**src/core/fail_safe_monitor_pkg.sv**
```systemverilog
// Shared constants and types of the fail-safe clock monitor.
package fail_safe_monitor_pkg;

	// Divide ratio from the internal RC oscillator to the sample clock.
	localparam int unsigned FAIL_SAFE_MONITOR_RC_DIV = 64;

	// Register bus geometry.
	localparam int unsigned FAIL_SAFE_MONITOR_AW = 4;
	localparam int unsigned FAIL_SAFE_MONITOR_DW = 32;

	// Register byte offsets.
	localparam logic [FAIL_SAFE_MONITOR_AW-1:0] FAIL_SAFE_MONITOR_OFS_CTRL = 4'h0;
	localparam logic [FAIL_SAFE_MONITOR_AW-1:0] FAIL_SAFE_MONITOR_OFS_OSC = 4'h4;
	localparam logic [FAIL_SAFE_MONITOR_AW-1:0] FAIL_SAFE_MONITOR_OFS_IRQ = 4'h8;
	localparam logic [FAIL_SAFE_MONITOR_AW-1:0] FAIL_SAFE_MONITOR_OFS_STAT = 4'hC;

	// Control register fields.
	localparam int unsigned FAIL_SAFE_MONITOR_CTRL_EN_BIT = 0;
	localparam int unsigned FAIL_SAFE_MONITOR_CTRL_PM_BIT = 1;

	// Oscillator control register fields.
	localparam int unsigned FAIL_SAFE_MONITOR_OSC_RUN_BIT = 3;
	localparam int unsigned FAIL_SAFE_MONITOR_OSC_FSEL_LSB = 4;
	localparam int unsigned FAIL_SAFE_MONITOR_FSEL_W = 3;
	localparam logic [FAIL_SAFE_MONITOR_FSEL_W-1:0] FAIL_SAFE_MONITOR_FSEL_RST = 3'h0;

	// Peripheral interrupt flag register 2 fields.
	localparam int unsigned FAIL_SAFE_MONITOR_IRQ_FAIL_BIT = 7;

	// Status register fields.
	localparam int unsigned FAIL_SAFE_MONITOR_STAT_FAIL_BIT = 0;
	localparam int unsigned FAIL_SAFE_MONITOR_STAT_SEL_BIT = 1;
	localparam int unsigned FAIL_SAFE_MONITOR_STAT_LATCH_BIT = 2;
	localparam int unsigned FAIL_SAFE_MONITOR_STAT_RC_BIT = 3;

	// AXI4-Lite response codes.
	localparam logic [1:0] FAIL_SAFE_MONITOR_RESP_OKAY = 2'h0;
	localparam logic [1:0] FAIL_SAFE_MONITOR_RESP_SLVERR = 2'h2;

	typedef enum logic [1:0] {
		FAIL_SAFE_MONITOR_ST_BOOT = 2'b00,
		FAIL_SAFE_MONITOR_ST_RUN = 2'b01,
		FAIL_SAFE_MONITOR_ST_FAIL = 2'b10
	} fail_safe_monitor_state_t;

endpackage

```
**src/core/fail_safe_monitor_core.sv**
```systemverilog
// Fail-safe clock monitor with its AXI4-Lite register slave.
//
// Behaviour
// RULE1 - Monitoring and fail-over happen only while monitor_enable_cfg is set.
// RULE2 - The internal RC oscillator is kept running whenever monitoring is on.
// RULE3 - The sample clock is the internal RC oscillator divided by 64.
// RULE4 - The monitor latch sets on monitored clock falls, clears on sample rises.
// RULE5 - A set latch at a sample clock fall declares a clock failure.
// RULE6 - A failure sets osc_fail_flag, bit 7 of peripheral_irq_flags_2.
// RULE7 - A failure selects the internal oscillator; osc_control_reg stays.
// RULE8 - A failure resets the watchdog timer and its postscaler.
// RULE9 - Only primary and secondary clock failures are detected.
// RULE10 - Disabling the watchdog never stops the RC oscillator while enabled.
// RULE11 - Fail-safe ends only by device reset or power-managed mode entry.
// RULE12 - After reset the internal oscillator clocks until primary is ready.
// RULE13 - On primary ready, switch to it, set primary_clock_running, monitor.
// RULE14 - A never-ready primary leaves the device on internal oscillator.
// RULE15 - Software should set internal_freq_select early after reset.
// RULE16 - No repeated fail-over while fail-safe; re-arm only after leaving it.
`timescale 1ns/1ps
`default_nettype none
module fail_safe_monitor_core #(
	parameter int unsigned P_RC_DIV = fail_safe_monitor_pkg::FAIL_SAFE_MONITOR_RC_DIV
) (
	input wire logic i_sys_clk,
	input wire logic i_reset_n,
	input wire logic i_mon_clk,
	input wire logic i_int_rc_osc,
	input wire logic i_primary_ready,
	input wire logic i_wdt_enable,
	input wire logic i_s_axi_awvalid,
	output logic o_s_axi_awready,
	input wire logic [fail_safe_monitor_pkg::FAIL_SAFE_MONITOR_AW-1:0] i_s_axi_awaddr,
	input wire logic i_s_axi_wvalid,
	output logic o_s_axi_wready,
	input wire logic [fail_safe_monitor_pkg::FAIL_SAFE_MONITOR_DW-1:0] i_s_axi_wdata,
	input wire logic [fail_safe_monitor_pkg::FAIL_SAFE_MONITOR_DW/8-1:0] i_s_axi_wstrb,
	output logic o_s_axi_bvalid,
	input wire logic i_s_axi_bready,
	output logic [1:0] o_s_axi_bresp,
	input wire logic i_s_axi_arvalid,
	output logic o_s_axi_arready,
	input wire logic [fail_safe_monitor_pkg::FAIL_SAFE_MONITOR_AW-1:0] i_s_axi_araddr,
	output logic o_s_axi_rvalid,
	input wire logic i_s_axi_rready,
	output logic [fail_safe_monitor_pkg::FAIL_SAFE_MONITOR_DW-1:0] o_s_axi_rdata,
	output logic [1:0] o_s_axi_rresp,
	output logic o_rc_osc_en,
	output logic o_clk_sel_internal,
	output logic o_wdt_reset,
	output logic o_osc_fail_flag,
	output logic o_fail_safe
);
	import fail_safe_monitor_pkg::*;

	function automatic logic fail_safe_monitor_mapped(input logic [FAIL_SAFE_MONITOR_AW-1:0] a);
		fail_safe_monitor_mapped = (a == FAIL_SAFE_MONITOR_OFS_CTRL) || (a == FAIL_SAFE_MONITOR_OFS_OSC) ||
			(a == FAIL_SAFE_MONITOR_OFS_IRQ) || (a == FAIL_SAFE_MONITOR_OFS_STAT);
	endfunction

	// Pin synchronisers. The system clock must run well above twice the
	// monitored clock, otherwise falling edges are missed by the sampler.
	logic [1:0] mon_sync_ff;
	logic mon_prev_ff;
	logic [1:0] rdy_sync_ff;

	always_ff @(posedge i_sys_clk or negedge i_reset_n) begin
		if (!i_reset_n) begin
			mon_sync_ff <= 2'h0;
			mon_prev_ff <= 1'b0;
			rdy_sync_ff <= 2'h0;
		end else begin
			mon_sync_ff <= {mon_sync_ff[0], i_mon_clk};
			mon_prev_ff <= mon_sync_ff[1];
			rdy_sync_ff <= {rdy_sync_ff[0], i_primary_ready};
		end
	end

	wire mon_fall = mon_prev_ff & ~mon_sync_ff[1];
	wire primary_ready = rdy_sync_ff[1];

	// Control and status state.
	fail_safe_monitor_state_t state_ff;
	fail_safe_monitor_state_t nxt_state;
	logic en_ff;
	logic [FAIL_SAFE_MONITOR_FSEL_W-1:0] fsel_ff;
	logic osc_run_ff;
	logic latch_ff;
	logic flag_ff;
	logic sel_ff;
	logic wdt_rst_ff;
	logic rc_en_ff;

	// AXI write side.
	logic aw_got_ff;
	logic w_got_ff;
	logic [FAIL_SAFE_MONITOR_AW-1:0] wr_addr_ff;
	logic [7:0] wr_data_ff;
	logic wr_strb_ff;
	logic bvalid_ff;
	logic [1:0] bresp_ff;

	// AXI read side.
	logic rvalid_ff;
	logic [FAIL_SAFE_MONITOR_DW-1:0] rdata_ff;
	logic [1:0] rresp_ff;

	wire aw_take = i_s_axi_awvalid & o_s_axi_awready;
	wire w_take = i_s_axi_wvalid & o_s_axi_wready;
	wire do_wr = aw_got_ff & w_got_ff & ~bvalid_ff;
	wire wr_byte = do_wr & wr_strb_ff;
	wire wr_ctrl = wr_byte & (wr_addr_ff == FAIL_SAFE_MONITOR_OFS_CTRL);
	wire wr_osc = wr_byte & (wr_addr_ff == FAIL_SAFE_MONITOR_OFS_OSC);
	wire wr_irq = wr_byte & (wr_addr_ff == FAIL_SAFE_MONITOR_OFS_IRQ);
	wire pm_pulse = wr_ctrl & wr_data_ff[FAIL_SAFE_MONITOR_CTRL_PM_BIT];
	wire irq_clr = wr_irq & wr_data_ff[FAIL_SAFE_MONITOR_IRQ_FAIL_BIT];
	wire ar_take = i_s_axi_arvalid & o_s_axi_arready;

	// Detection runs only on the external clock; while the internal
	// oscillator drives the device nothing is watched, so its own
	// failure cannot be seen and a second fail-over cannot start.
	wire monitoring = en_ff & (state_ff == FAIL_SAFE_MONITOR_ST_RUN); // RULE1 RULE9 RULE16

	wire samp_clk;
	wire samp_rise;
	wire samp_fall;

	fail_safe_monitor_rc_div #(
		.P_RC_DIV(P_RC_DIV)
	) u_rc_div (
		.i_sys_clk(i_sys_clk),
		.i_reset_n(i_reset_n),
		.i_rc_osc(i_int_rc_osc),
		.i_run(rc_en_ff),
		.o_samp_clk(samp_clk),
		.o_samp_rise(samp_rise),
		.o_samp_fall(samp_fall)
	);

	// A monitored clock fall in the same cycle as a sample rise keeps the
	// latch set, so the edge is not lost.
	wire nxt_latch = monitoring & (mon_fall | (latch_ff & ~samp_rise)); // RULE4
	wire fail_det = monitoring & samp_fall & latch_ff; // RULE5

	// Failure sets the flag even when software clears it in that cycle.
	wire nxt_flag = fail_det | (flag_ff & ~irq_clr); // RULE6

	// The watchdog may be off, yet the RC oscillator keeps running for us.
	wire nxt_rc_en = en_ff | i_wdt_enable; // RULE2 RULE10

	always_comb begin
		nxt_state = state_ff;
		unique case (state_ff)
			FAIL_SAFE_MONITOR_ST_BOOT: begin
				if (primary_ready) begin
					nxt_state = FAIL_SAFE_MONITOR_ST_RUN; // RULE12 RULE13 RULE14
				end
			end
			FAIL_SAFE_MONITOR_ST_RUN: begin
				if (fail_det) begin
					nxt_state = FAIL_SAFE_MONITOR_ST_FAIL; // RULE7
				end
			end
			FAIL_SAFE_MONITOR_ST_FAIL: begin
				if (pm_pulse) begin
					nxt_state = FAIL_SAFE_MONITOR_ST_BOOT; // RULE11
				end
			end
			default: begin
				nxt_state = FAIL_SAFE_MONITOR_ST_BOOT;
			end
		endcase
	end

	wire nxt_osc_run = osc_run_ff |
		((state_ff == FAIL_SAFE_MONITOR_ST_BOOT) & (nxt_state == FAIL_SAFE_MONITOR_ST_RUN)); // RULE13
	wire [FAIL_SAFE_MONITOR_FSEL_W-1:0] nxt_fsel = wr_osc ?
		wr_data_ff[FAIL_SAFE_MONITOR_OSC_FSEL_LSB +: FAIL_SAFE_MONITOR_FSEL_W] : fsel_ff;

	always_ff @(posedge i_sys_clk or negedge i_reset_n) begin
		if (!i_reset_n) begin
			state_ff <= FAIL_SAFE_MONITOR_ST_BOOT;
			en_ff <= 1'b0;
			fsel_ff <= FAIL_SAFE_MONITOR_FSEL_RST;
			osc_run_ff <= 1'b0;
			latch_ff <= 1'b0;
			flag_ff <= 1'b0;
			sel_ff <= 1'b1;
			wdt_rst_ff <= 1'b0;
			rc_en_ff <= 1'b0;
		end else begin
			state_ff <= nxt_state;
			en_ff <= wr_ctrl ? wr_data_ff[FAIL_SAFE_MONITOR_CTRL_EN_BIT] : en_ff;
			fsel_ff <= nxt_fsel;
			osc_run_ff <= nxt_osc_run;
			latch_ff <= nxt_latch;
			flag_ff <= nxt_flag;
			sel_ff <= (nxt_state != FAIL_SAFE_MONITOR_ST_RUN); // RULE7 RULE12
			wdt_rst_ff <= fail_det; // RULE8
			rc_en_ff <= nxt_rc_en;
		end
	end

	// Write channel: address and data are taken in either order and the
	// response follows once both are held.
	always_ff @(posedge i_sys_clk or negedge i_reset_n) begin
		if (!i_reset_n) begin
			aw_got_ff <= 1'b0;
			w_got_ff <= 1'b0;
			wr_addr_ff <= '0;
			wr_data_ff <= 8'h00;
			wr_strb_ff <= 1'b0;
			bvalid_ff <= 1'b0;
			bresp_ff <= FAIL_SAFE_MONITOR_RESP_OKAY;
		end else begin
			if (aw_take) begin
				aw_got_ff <= 1'b1;
				wr_addr_ff <= i_s_axi_awaddr;
			end else if (do_wr) begin
				aw_got_ff <= 1'b0;
			end
			if (w_take) begin
				w_got_ff <= 1'b1;
				wr_data_ff <= i_s_axi_wdata[7:0];
				wr_strb_ff <= i_s_axi_wstrb[0];
			end else if (do_wr) begin
				w_got_ff <= 1'b0;
			end
			if (do_wr) begin
				bvalid_ff <= 1'b1;
				bresp_ff <= fail_safe_monitor_mapped(wr_addr_ff) ?
					FAIL_SAFE_MONITOR_RESP_OKAY : FAIL_SAFE_MONITOR_RESP_SLVERR;
			end else if (i_s_axi_bready) begin
				bvalid_ff <= 1'b0;
			end
		end
	end

	// Read data view. Every field lives in the low byte.
	wire [FAIL_SAFE_MONITOR_DW-1:0] ctrl_word = {{(FAIL_SAFE_MONITOR_DW-1){1'b0}}, en_ff};
	wire [FAIL_SAFE_MONITOR_DW-1:0] osc_word = FAIL_SAFE_MONITOR_DW'({fsel_ff, osc_run_ff}) <<
		FAIL_SAFE_MONITOR_OSC_RUN_BIT;
	wire [FAIL_SAFE_MONITOR_DW-1:0] irq_word = FAIL_SAFE_MONITOR_DW'(flag_ff) << FAIL_SAFE_MONITOR_IRQ_FAIL_BIT;
	wire [FAIL_SAFE_MONITOR_DW-1:0] stat_word = FAIL_SAFE_MONITOR_DW'({rc_en_ff, latch_ff, sel_ff,
		(state_ff == FAIL_SAFE_MONITOR_ST_FAIL)}) << FAIL_SAFE_MONITOR_STAT_FAIL_BIT;
	wire [FAIL_SAFE_MONITOR_DW-1:0] rd_word =
		(i_s_axi_araddr == FAIL_SAFE_MONITOR_OFS_CTRL) ? ctrl_word :
		(i_s_axi_araddr == FAIL_SAFE_MONITOR_OFS_OSC) ? osc_word :
		(i_s_axi_araddr == FAIL_SAFE_MONITOR_OFS_IRQ) ? irq_word :
		(i_s_axi_araddr == FAIL_SAFE_MONITOR_OFS_STAT) ? stat_word : '0;

	always_ff @(posedge i_sys_clk or negedge i_reset_n) begin
		if (!i_reset_n) begin
			rvalid_ff <= 1'b0;
			rdata_ff <= '0;
			rresp_ff <= FAIL_SAFE_MONITOR_RESP_OKAY;
		end else begin
			if (ar_take) begin
				rvalid_ff <= 1'b1;
				rdata_ff <= rd_word;
				rresp_ff <= fail_safe_monitor_mapped(i_s_axi_araddr) ?
					FAIL_SAFE_MONITOR_RESP_OKAY : FAIL_SAFE_MONITOR_RESP_SLVERR;
			end else if (i_s_axi_rready) begin
				rvalid_ff <= 1'b0;
			end
		end
	end

	assign o_s_axi_awready = ~aw_got_ff & ~bvalid_ff;
	assign o_s_axi_wready = ~w_got_ff & ~bvalid_ff;
	assign o_s_axi_bvalid = bvalid_ff;
	assign o_s_axi_bresp = bresp_ff;
	assign o_s_axi_arready = ~rvalid_ff;
	assign o_s_axi_rvalid = rvalid_ff;
	assign o_s_axi_rdata = rdata_ff;
	assign o_s_axi_rresp = rresp_ff;
	assign o_rc_osc_en = rc_en_ff;
	assign o_clk_sel_internal = sel_ff;
	assign o_wdt_reset = wdt_rst_ff;
	assign o_osc_fail_flag = flag_ff;
	assign o_fail_safe = (state_ff == FAIL_SAFE_MONITOR_ST_FAIL);
endmodule
`default_nettype wire

```
**src/core/fail_safe_monitor_rc_div.sv**
```systemverilog
// Sample clock divider fed by the internal RC oscillator pin.
`timescale 1ns/1ps
`default_nettype none
module fail_safe_monitor_rc_div #(
	parameter int unsigned P_RC_DIV = fail_safe_monitor_pkg::FAIL_SAFE_MONITOR_RC_DIV
) (
	input wire logic i_sys_clk,
	input wire logic i_reset_n,
	input wire logic i_rc_osc,
	input wire logic i_run,
	output logic o_samp_clk,
	output logic o_samp_rise,
	output logic o_samp_fall
);
	import fail_safe_monitor_pkg::*;

	localparam int unsigned HALF = P_RC_DIV / 2;
	localparam int unsigned CW = $clog2(HALF);
	localparam logic [CW-1:0] LAST = CW'(HALF - 1);
	localparam logic [CW-1:0] ZERO = '0;

	logic [1:0] rc_sync_ff;
	logic rc_prev_ff;
	logic [CW-1:0] cnt_ff;
	logic samp_ff;

	wire rc_rise = i_run & rc_sync_ff[1] & ~rc_prev_ff;
	wire wrap = rc_rise & (cnt_ff == LAST);
	wire [CW-1:0] nxt_cnt = wrap ? ZERO : (rc_rise ? cnt_ff + 1'b1 : cnt_ff);
	wire nxt_samp = wrap ? ~samp_ff : samp_ff;

	// Each half of the sample clock spans half the RC periods of the ratio.
	always_ff @(posedge i_sys_clk or negedge i_reset_n) begin
		if (!i_reset_n) begin
			rc_sync_ff <= 2'h0;
			rc_prev_ff <= 1'b0;
			cnt_ff <= ZERO;
			samp_ff <= 1'b0;
		end else begin
			rc_sync_ff <= {rc_sync_ff[0], i_rc_osc};
			rc_prev_ff <= rc_sync_ff[1];
			cnt_ff <= nxt_cnt; // RULE3
			samp_ff <= nxt_samp; // RULE3
		end
	end

	assign o_samp_clk = samp_ff;
	assign o_samp_rise = wrap & ~samp_ff;
	assign o_samp_fall = wrap & samp_ff;
endmodule
`default_nettype wire

```
**config.mk**
```make
export PLATFORM = sky130hd
export DESIGN_NAME = fail_safe_monitor_core
export DESIGN_NICKNAME = d
export VERILOG_FILES = /design/src/core/fail_safe_monitor_pkg.sv /design/src/core/fail_safe_monitor_core.sv /design/src/core/fail_safe_monitor_rc_div.sv
export SDC_FILE = /design/constraint.sdc
export NUM_CORES = 1
export LEC_CHECK = 0
export ABC_AREA = 1
export BUFFER_PORTS_ARGS = -buffer_cell sky130_fd_sc_hd__buf_2
export CORE_AREA = 2 2 85 87
export DETAILED_ROUTE_END_ITERATION = 7
export DIE_AREA = 0 0 87 89
export SLEW_MARGIN = 20
export SYNTH_ARGS = -nofsm -noshare
export SYNTH_HDL_FRONTEND = slang
export SYNTH_SLANG_ARGS = --single-unit
```
**constraint.sdc**
```tcl
create_clock -name i_sys_clk -period 3.5 [get_ports i_sys_clk]
set_clock_uncertainty 0.2 [all_clocks]
set_input_delay 0.35 -clock i_sys_clk [delete_from_list [all_inputs] [get_ports i_sys_clk]]
set_output_delay 0.35 -clock i_sys_clk [all_outputs]
set_load 0.01 [all_outputs]
```
After elaboration in Yosys (flattened, before gate mapping)
Cells that the tools add are included.
Word-level totals
  logic and storage cells: 110
  latch bits: 0
  input bits: 55
  register bits after elaboration: 79
  bits in read-only memories: 0
  memories kept: 0
  bits in writable memories: 0
Operators by class
  bitwise gates (word level): 39
  divide/modulo/power cells: 0
  magnitude comparators: 0
  equal/unequal tests: 11
  muxes and demuxes: 19
  multipliers: 0
  add/subtract/negate cells: 1
  shift operators: 0
  reduce and logical (&&, ||, !) cells: 14
Operators by type and width (number)
  1-bit bitwise AND: 26
  8-bit two-way mux: 3
  4-bit equality test, second input constant: 4
  2-bit two-way mux: 5
  5-bit two-way mux: 2
  2-bit nonzero test: 5
  1-bit NOT: 9
  4-bit by 3-bit equality test with 1-bit output, second input constant: 2
  4-bit logical NOT: 2
  1-bit two-way mux: 7
  1-bit logical OR: 6
  2-bit case mux with 3 select lines: 1
  5-bit by 1-bit adder with 5-bit output, second input constant: 1
  5-bit equality test, second input constant: 1
  2-bit by 1-bit equality test with 1-bit output, second input constant: 2
  4-bit two-way mux: 1
  1-bit OR: 4
  2-bit equality test, second input constant: 1
  2-bit logical NOT: 1
  2-bit by 1-bit inequality test with 1-bit output, second input constant: 1

Depth between registers and ports, before layout
Gate-level depths: netlist of the first run.
  word-level depth: 11
  gate-level depth with buffers: 10

Modules after synthesis
From an unflattened synthesis of the first run, not the netlist that was laid out.
Unflattened totals
  cell total of the unflattened synthesis: 250
  area, all modules: 2298.5 µm²
Modules (own cells, without submodules)
  fail_safe_monitor_core: sequential area each 1052.3 µm², area each 1900.6 µm², times used 1, cells each 209
  fail_safe_monitor_rc_div: sequential area each 225.2 µm², area each 397.9 µm², times used 1, cells each 41

Worst setup path after synthesis of the first run
OpenSTA, ideal clock, no wires.
  kind: register to register
  start: register u_rc_div.cnt_ff[0]
  end: register state_ff[0]
  path buffers: 0
  library setup time: 0.122 ns
  arrival: 1.205 ns
  required time: 3.178 ns
  setup slack: 1.973 ns
  stages on the path, launching flop included: 10
  cell sequence: dfrtp_1 -> ha_1 -> nand2_1 -> nor2_1 -> ha_1 -> inv_1 -> nor2_4 -> nand2_2 -> nand2_1 -> nand2_2
Between the ends
  longest elaborated chain between the ends: 7
Ends and longest elaborated chain
  start: declaration: RTL line fail_safe_monitor_rc_div.sv:24  | logic [CW-1:0] cnt_ff;
  start signal: assignment: RTL line fail_safe_monitor_rc_div.sv:42  | cnt_ff <= nxt_cnt;
  5-bit equality test: RTL line fail_safe_monitor_rc_div.sv:28  | wire wrap = rc_rise & (cnt_ff == LAST);
  1-bit bitwise AND: RTL line fail_safe_monitor_rc_div.sv:28
  1-bit bitwise AND: RTL line fail_safe_monitor_rc_div.sv:49  | assign o_samp_fall = wrap & samp_ff;
  1-bit bitwise AND (2 in series): RTL line fail_safe_monitor_core.sv:143  | wire fail_det = monitoring & samp_fall & latch_ff;
  2-bit two-way mux: RTL line fail_safe_monitor_core.sv:160  | if (fail_det) begin
  2-bit case mux with 3 select lines: RTL line fail_safe_monitor_core.sv:153  | unique case (state_ff)
  net nxt_state[0]: RTL line fail_safe_monitor_core.sv:84  | fail_safe_monitor_state_t nxt_state;
  end signal: assignment: RTL line fail_safe_monitor_core.sv:192  | state_ff <= nxt_state;
  end: declaration: RTL line fail_safe_monitor_core.sv:83  | fail_safe_monitor_state_t state_ff;
The timed path passes the listed nets, and every way through them passes these cells.
A chain may end at the register's enable or synchronous reset.

Worst setup path after layout of the first run
  start: register state_ff[0]
  end: output port o_fail_safe
Between the ends
  longest elaborated chain between the ends: 1
Ends and longest elaborated chain
  2-bit equality test: RTL line fail_safe_monitor_core.sv:281  | assign o_fail_safe = (state_ff == FAIL_SAFE_MONITOR_ST_FAIL);
  end: declaration: RTL line fail_safe_monitor_core.sv:52  | output logic o_fail_safe
No other way between the ends.

==> flow_summary.ini, run 1 <==
[timing]
finalMaxSlewViolations = 0
finalCriticalPeriod_ns = 1.72
whs_ns = -0.0261
rsz0062_at_grt = false
setup_viol = 0
tns_ns = 0
tightest_slew_ns = 0.898
hold_viol = 39
slew_headroom_pct = 40.1
period_share_pct = 49.0
timing.fmax_ghz = 0.583

[route]
wl_met3_um = 263
drc = 0
wl_met2_mm = 1.78
vias = 1682
routedWlPerCell_um = 10.8
wirelength_met1_mm = 2.10
top_layer = met4
antenna_left = 0
initialDrtViolationCount = 53
vias_per_cell = 4.35
dr.pass1.iters = 4
totalWireLength_mm = 4.19

[layout]
fill_cells = 667
final_nets = 363
drive_gt1_share_pct = 25.1
area_growth_pct = 14.9
multiInputGateArea_um2 = 836
final_core_util_pct = 39.7
ff_latch_area_mm2 = 0.00128
fin_cells = 387
diodes = 0

[global_route]
grt_pass1_vias = 1527
overflow = 0
grt_max_degree = 42
antenna_found_initial = 0
grt_first_pass_wirelength_mm = 7.18
grt_use_total_pct = 11.8

[cts]
clock-sinks = 51
worst_skew_pair.late_latency_ns = 0.30
cts_setup_buffers = 0
numCtsBuffers = 5
htreeDepth = 2
path_clk_slew_ns = 0.09
cts_tree = yes
clockBufferDepth = 2
clock-root-buffer = clkbuf_8

[synth]
synth_fa_ha_area_share_pct = 1.08
synth-main-ff-cell = dfrtp_1
yosysTopAreaCellShare_pct = 53.9
synth_simple_gate_area_share_pct = 26.8
ys_seq_area_share_pct = 55.0
synth.cell_area_mm2 = 0.00232
synthXorXnorAreaFrac_pct = 0
synth_area_leaders = dfrtp_1, nand2_1, buf_4, nand3_1, inv_1
postSynthAreaPerCell_um2 = 9.18
synth_edf_count = 0
synth_mux_area_share_pct = 0
synth_most_common_cell = nand2_1
yosys-top-cells-count = nand2_1, dfrtp_1, buf_4, nand3_1, inv_1
synth.largest_area_cell = dfrtp_1
synthArstFlopShare_pct = 100
synth_seq_cells = 51
syn-instance-count = 253
synth_compound_area_share_pct = 3.88
synth_top_family_by_area = simple AND/OR/NAND/NOR gates
ys_warn_count = 0
synth_cell_types = 24

[setup_path]
worstSetupPathType = reg -> out
crit_fanout = 4
r2r.worst_path.cells = 8
cp-start-kind = register
critPathRequiredTime_ns = 2.95
crit_arrival_ns = 1.17
endpoint_kind = output port

[power_and_ir_drop]
p_leak_uw = 0.00147
p_per_area_mw_per_mm2 = 575
ir_worst_vdd_mv = 0.240

[place]
dpl.cell_count = 376
dp_hpwl_mm = 3.18
portBuffers = 45
place_congestion = 0.769

[outcome]
violations = hold timing
outcome = finished, violations left

[die]
rows = 30
die_h_um = 89
start_util_pct = 34.6
die_w_um = 87
io_pins = 101
dieArea_mm2 = 0.00774
coreArea_mm2 = 0.00672

[min_path]
hold_class = in -> async

[flow_run]
maxCapViolations = 0
layout make-up:
| class | count | area share (%) |
|---|---|---|
| Tap cell | 80 | 3.75 |
| Multi-Input combinational cell | 174 | 31.3 |
| Sequential cell | 51 | 47.8 |
| Inverter | 25 | 3.51 |
| Clock buffer | 8 | 3.75 |
| Timing Repair Buffer | 49 | 9.84 |
path summary, 6_finish.rpt:
| check | slack, ns | to | from |
|---|---|---|---|
| setup / recovery | 1.78 | o_fail_safe | state_ff[0]$_DFF_PN0_ |
| hold / removal | -0.03 | o_s_axi_bresp[1]$_DFFE_PN0P_ | i_reset_n |
| setup reg to reg | 1.79 | state_ff[1]$_DFF_PN0_ | u_rc_div.cnt_ff[0]$_DFFE_PN0P_ |
| hold reg to reg | 0.15 | u_rc_div.rc_sync_ff[1]$_DFF_PN0_ | u_rc_div.rc_sync_ff[0]$_DFF_PN0_ |
| max in group asynchronous | 2.44 | o_s_axi_rresp[1]$_DFFE_PN0P_ | i_reset_n |
| min in group i_sys_clk | 0.03 | o_s_axi_rvalid$_DFFE_PN0P_ | i_s_axi_rready |
critical path, cell delays in order, from the launching register on:
cell	delay [ns]
dfrtp_1	0.41
nor2_1	0.26
buf_2	0.20
cells in the final DEF (no fill, tap or decap), drive strengths merged:
master       netlist  final
nand3             23     23
ha                 2      2
or2                1      1
o21ai             11     11
dlygate4sd3        0      3
conb               1     26
dfstp              1      1
nand4              8      8
inv               25     25
clkbuf             1      8
nor3               3      3
nand2             75     75
buf               27     46
dfrtp             50     50
nor2              18     18
a21oi              7      7
metal layers:
layer | up-vias | GRT usage [%]
met1 | 762 | 16.8
met2 | 55 | 17.6
met4 | 0 | 3.84
li1 | 860 | -
met3 | 5 | 3.23
met5 | - | 0
sequential cells by signal, summed over array words and instances (netlist names), 2 cells and up:
name	count
mon_sync_ff	2
state_ff	2
wr_addr_ff	4
u_rc_div.cnt_ff	5
rdy_sync_ff	2
u_rc_div.rc_sync_ff	2
wr_data_ff	6
o_s_axi_rdata	8
fsel_ff	3
power by group:
part	internal, uW	total [uW]	switching, uW	leakage (uW)
registers	718	815	97.2	0.000635
clock network	181	360	180	0.0000515
logic	131	360	229	0.000781
cell families (layout without fill, tap and decap cells):
group / Yosys count / after routing
buffers and inverters: 53 / 82
AOI/OAI and AO/OA: 18 / 18
and+or+nand+nor: 128 / 128
adders and majority gates: 2 / 2
other: 1 / 26
DFF: 51 / 51
stage by stage:
step / area [um^2] / power [uW] / setup slack (ns)
final: 2670 / 1540 / 1.78
after detailed placement: 2540 / 1190 / 1.81
after global routing: 2670 / 1670 / 1.64
after global placement: 2540 / 1180 / 1.82
after floorplan: 2420 / 1090 / 1.97
after CTS: 2670 / 1560 / 1.77
timing repair:
item / CTS / global route
hold buffers: 3 / 0
endpoints found under the hold margin: 3 / 0
setup endpoints to repair: 0 / 0
gates resized for setup: 0 / 0
Power figures use the tool's default switching activity.
==> run 2, diff against run 1 <==
- clock period: 3.5 -> 1.7 ns (I/O delays scaled with it)
==> run 2 against run 1 <==
The run now ends clean. Global-route usage increased by 0.71 points. Sequential share of layout area decreased by 4.8 points. Non-clock buffer count increased by 31. Utilization increased by 4.5 points. Register-to-register slack got worse by 1.7 ns. Largest cell class unchanged. Largest power group unchanged.
==> flow_summary.ini, run 2 (synthesized netlist as in run 1, its figures left out) <==
[global_route]
antenna_found_initial = 0
overflow = 0
grt_max_degree = 32
grt_first_pass_wirelength_mm = 7.71
grt_use_total_pct = 12.6
grt_pass1_vias = 1797

[timing]
setup_viol = 0
tns_ns = 0
finalCriticalPeriod_ns = 1.63
period_share_pct = 95.7
hold_viol = 0
whs_ns = 0.00999
finalMaxSlewViolations = 0
timing.fmax_ghz = 0.614

[setup_path]
worstSetupPathType = reg -> reg
endpoint_kind = register
crit_arrival_ns = 1.67
critPathRequiredTime_ns = 1.75
crit_fanout = 5
cp-start-kind = register

[place]
portBuffers = 45
dpl.cell_count = 378
place_congestion = 0.783
dp_hpwl_mm = 3.25

[cts]
numCtsBuffers = 5
worst_skew_pair.late_latency_ns = 0.30
clockBufferDepth = 2
clock-sinks = 51
path_clk_slew_ns = 0.09
htreeDepth = 2
cts_tree = yes
clock-root-buffer = clkbuf_8

[route]
vias_per_cell = 4.37
antenna_left = 0
initialDrtViolationCount = 70
drc = 0
vias = 1830
dr.pass1.iters = 4
routedWlPerCell_um = 10.8
totalWireLength_mm = 4.53

[layout]
final_nets = 395
fin_cells = 419
final_common_cell = nand2_1
diodes = 0
area_growth_pct = 28.1
drive_gt1_share_pct = 26.8
layout_common_cells = nand2_1, dfrtp_1, buf_2
largest_register_ffs = 8

[power_and_ir_drop]
p_leak_uw = 0.00158
p_per_area_mw_per_mm2 = 1100
ir_worst_vdd_mv = 0.604
power_uw = 3280

[die]
die_w_um = 87
start_util_pct = 34.6
die_h_um = 89
coreArea_mm2 = 0.00672
rows = 30
dieArea_mm2 = 0.00774
io_pins = 101

[outcome]
outcome = finished, final reports clean

[flow_run]
maxCapViolations = 0

[min_path]
hold_class = in -> reg
==> run 2: cell types whose count changed in the layout (fill, tap and decap cells not counted), sizes merged <==
cell / previous run / this run
nor2: 18 / 19
buf: 46 / 52
clkbuf: 8 / 7
clkinv: 0 / 1
dlygate4sd3: 3 / 28
==> run 2: critical path, cell delays in order (launching register included) <==
cell	delay (ns)
dfrtp_2	0.46
nor2_4	0.17
nand3_1	0.10
dlygate4sd3_1	0.58
nand2_1	0.07
==> run 2: worst paths after layout <==
| kind | slack (ns) | depth (start not counted) | end | from |
|---|---|---|---|---|
| worst min-delay path | 0.01 | 3 | wr_data_ff[0]$_DFFE_PN0P_ | i_s_axi_wvalid |
| worst max register to register | 0.07 | 4 | wr_data_ff[1]$_DFFE_PN0P_ | o_s_axi_bvalid$_DFFE_PN0P_ |
| worst max-delay path | 0.07 | 4 | wr_data_ff[1]$_DFFE_PN0P_ | o_s_axi_bvalid$_DFFE_PN0P_ |
| max in group asynchronous | 0.76 | 3 | o_s_axi_bvalid$_DFFE_PN0P_ | i_reset_n |
| worst min register to register | 0.15 | 0 | mon_sync_ff[1]$_DFF_PN0_ | mon_sync_ff[0]$_DFF_PN0_ |
| min in group asynchronous | 0.17 | 3 | wr_addr_ff[3]$_DFFE_PN0P_ | i_reset_n |
==> run 2: final cells by class <==
class / instances / area, um^2
Timing Repair Buffer: 80 / 558
Sequential cell: 51 / 1280
Clock buffer: 7 / 86.3
Clock inverter: 1 / 5.00
Tap cell: 80 / 100
Inverter: 25 / 93.8
Fill cell: 669 / 3740
Multi-Input combinational cell: 175 / 852
==> run 2: power breakdown <==
| group | switching (uW) | internal, uW |
|---|---|---|
| registers | 202 | 1480 |
| clock network | 376 | 329 |
| logic | 513 | 379 |
==> run 2: layer usage <==
metal,track usage (%),vias up,wire [um]
met3,3.42,10,270
met1,15.9,837,2140
met4,3.55,0,59
met5,0,-,0
li1,-,924,-
met2,21.2,59,2060
==> run 2: through the flow <==
stage	setup WS (ns)	instance area [um^2]	util, %
final	0.0724	2980	44.3
after global placement	0.0407	2550	38.0
after detailed placement	0.0393	2550	38.0
after floorplan	0.173	2420	-
after CTS	0.0238	2930	43.6
after global routing	-0.00776	2980	44.3
==> run 2: what timing repair did <==
item                       4_1_cts  5_1_grt
hold endpoints to repair        71        0
hold buffers                    28        0
setup endpoints to repair        0       11
setup buffers                    0        4
gates resized for setup          0        7
==> run 3, diff against run 2 <==
- clock period: 1.7 -> 2.07 ns (I/O delays scaled with it)
==> run 3 against run 2 <==
Worst hold slack better by 0.0017 ns. Die area stayed put. First-iteration DRC count is 10% lower. Critical path type unchanged. Critical path depth is 5 higher. Highest routed layer unchanged. Clock power is 22% lower. Via count is 4.8% lower. Routed wire length is 2.7% lower.
==> flow_summary.ini, run 3 (synthesized netlist as in run 1, its figures left out) <==
[outcome]
outcome = finished, final reports clean

[die]
dieArea_mm2 = 0.00774
coreArea_mm2 = 0.00672
die_w_um = 87
die_h_um = 89
io_pins = 101
start_util_pct = 34.6
rows = 30

[setup_path]
worstSetupPathType = reg -> reg
crit_buf_inv = 1
cp-start-kind = register
endpoint_kind = register
path_delay_family = simple AND/OR/NAND/NOR gates
critPathRequiredTime_ns = 2.06
crit_arrival_ns = 1.72
path_cells = ha_1 -> nand2_1 -> nor2_1 -> ha_1 -> inv_1 -> nor2_4 -> nand2_2 -> nand2_1 -> nand2_2
crit_slowest_cell = dfrtp_1
crit_fanout = 4
max_stage_delay_ns = 0.40

[cts]
path_clk_slew_ns = 0.09
cts_tree = yes
numCtsBuffers = 5
htreeDepth = 2
clockBufferDepth = 2
clock-sinks = 51
clock-root-buffer = clkbuf_8
worst_skew_pair.late_latency_ns = 0.30
cts_setup_buffers = 0

[global_route]
grt_first_pass_wirelength_mm = 7.46
overflow = 0
grt_util_met2_pct = 20.0
grtUsageMet3_pct = 3.23
grt_max_degree = 33
grt_pass1_vias = 1651
grtUsageMet1_pct = 16.0
antenna_found_initial = 0
busiest_layer = met2
grt_use_total_pct = 12.3

[place]
place_congestion = 0.757
portBuffers = 45
dpl.cell_count = 376
dp_hpwl_mm = 3.24

[power_and_ir_drop]
p_per_area_mw_per_mm2 = 910
ir_worst_vdd_mv = 0.408
p_leak_uw = 0.00153

[layout]
fin_cells = 402
drive_gt1_share_pct = 23.6
layout_common_cells = nand2_1, dfrtp_1, buf_2
largest_register_ffs = 8
area_growth_pct = 21.1
final_common_cell = nand2_1
final_nets = 378
diodes = 0

[route]
routedWlPerCell_um = 11.0
vias_per_cell = 4.33
antenna_left = 0
totalWireLength_mm = 4.40
initialDrtViolationCount = 63
drc = 0
vias = 1742
dr.pass1.iters = 4

[timing]
hold_viol = 0
timing.fmax_ghz = 0.578
setup_viol = 0
tns_ns = 0
period_share_pct = 83.6
rsz0062_at_grt = false
finalCriticalPeriod_ns = 1.73
finalMaxSlewViolations = 0

[flow_run]
maxCapViolations = 0

[min_path]
hold_class = in -> reg
## run 3: changes by cell type in the layout (fill, tap and decap cells not counted), sizes merged
cell,previous run,this run
nor2,19,18
dlygate4sd3,28,18
buf,52,46
## run 3: final cells by class
type / count / area, um^2
well taps: 80 / 100
flip-flops and latches: 51 / 1280
multi-input cells: 174 / 836
inverters: 25 / 93.8
repair buffers: 64 / 425
clock inverters: 1 / 5.00
fillers: 673 / 3910
clock buffers: 7 / 76.3
## run 3: layer usage
| layer | share of wire, % | vias up | routed length [um] |
|---|---|---|---|
| li1 | - | 886 | - |
| met1 | 47 | 794 | 2070 |
| met2 | 46 | 57 | 2010 |
| met3 | 6.0 | 5 | 266 |
| met4 | 1.2 | 0 | 53 |
| met5 | 0 | - | 0 |
## run 3: worst paths after layout
path                                                 from                          endpoint  slack [ns]  cells past startpoint
min reg2reg                      rdy_sync_ff[0]$_DFF_PN0_          rdy_sync_ff[1]$_DFF_PN0_        0.15                      0
max in group asynchronous                       i_reset_n      o_clk_sel_internal$_DFF_PN1_        0.88                      3
max reg2reg                u_rc_div.cnt_ff[0]$_DFFE_PN0P_             state_ff[0]$_DFF_PN0_        0.34                      9
min in group asynchronous                       i_reset_n  u_rc_div.rc_sync_ff[0]$_DFF_PN0_        0.19                      2
max                        u_rc_div.cnt_ff[0]$_DFFE_PN0P_             state_ff[0]$_DFF_PN0_        0.34                      9
min                                     i_s_axi_araddr[0]      o_s_axi_rresp[1]$_DFFE_PN0P_        0.01                      3
## run 3: metrics by stage
stage | hold WS [ns] | power, uW | setup slack (ns) | instance area [um^2] | util [%]
2_1_floorplan | -0.289 | 1840 | 0.543 | 2420 | -
3_3_place_gp | -0.000595 | 1990 | 0.394 | 2550 | 38.0
3_5_place_dp | 0.00656 | 2020 | 0.347 | 2550 | 38.0
4_1_cts | 0.000238 | 2600 | 0.324 | 2810 | 41.9
5_1_grt | 0.0107 | 2780 | 0.150 | 2810 | 41.9
6_report | 0.0117 | 2560 | 0.339 | 2810 | 41.9
## run 3: tightest hold or removal path, delay by kind of cell
family	cells	cell delay (ns)
buf+inv	1	0.10
compound gates	1	0.11
simple gates	1	0.05
## run 3: timing repair
action	CTS	global route
endpoints found under the hold margin	36	0
hold buffers	18	0
resized for setup	0	0
## run 3: where the power goes
part           internal, uW  switching, uW  total [uW]
Combinational           243            395         638
Clock                   238            310         548
Sequential             1210            162        1380
Total                  1690            868        2560
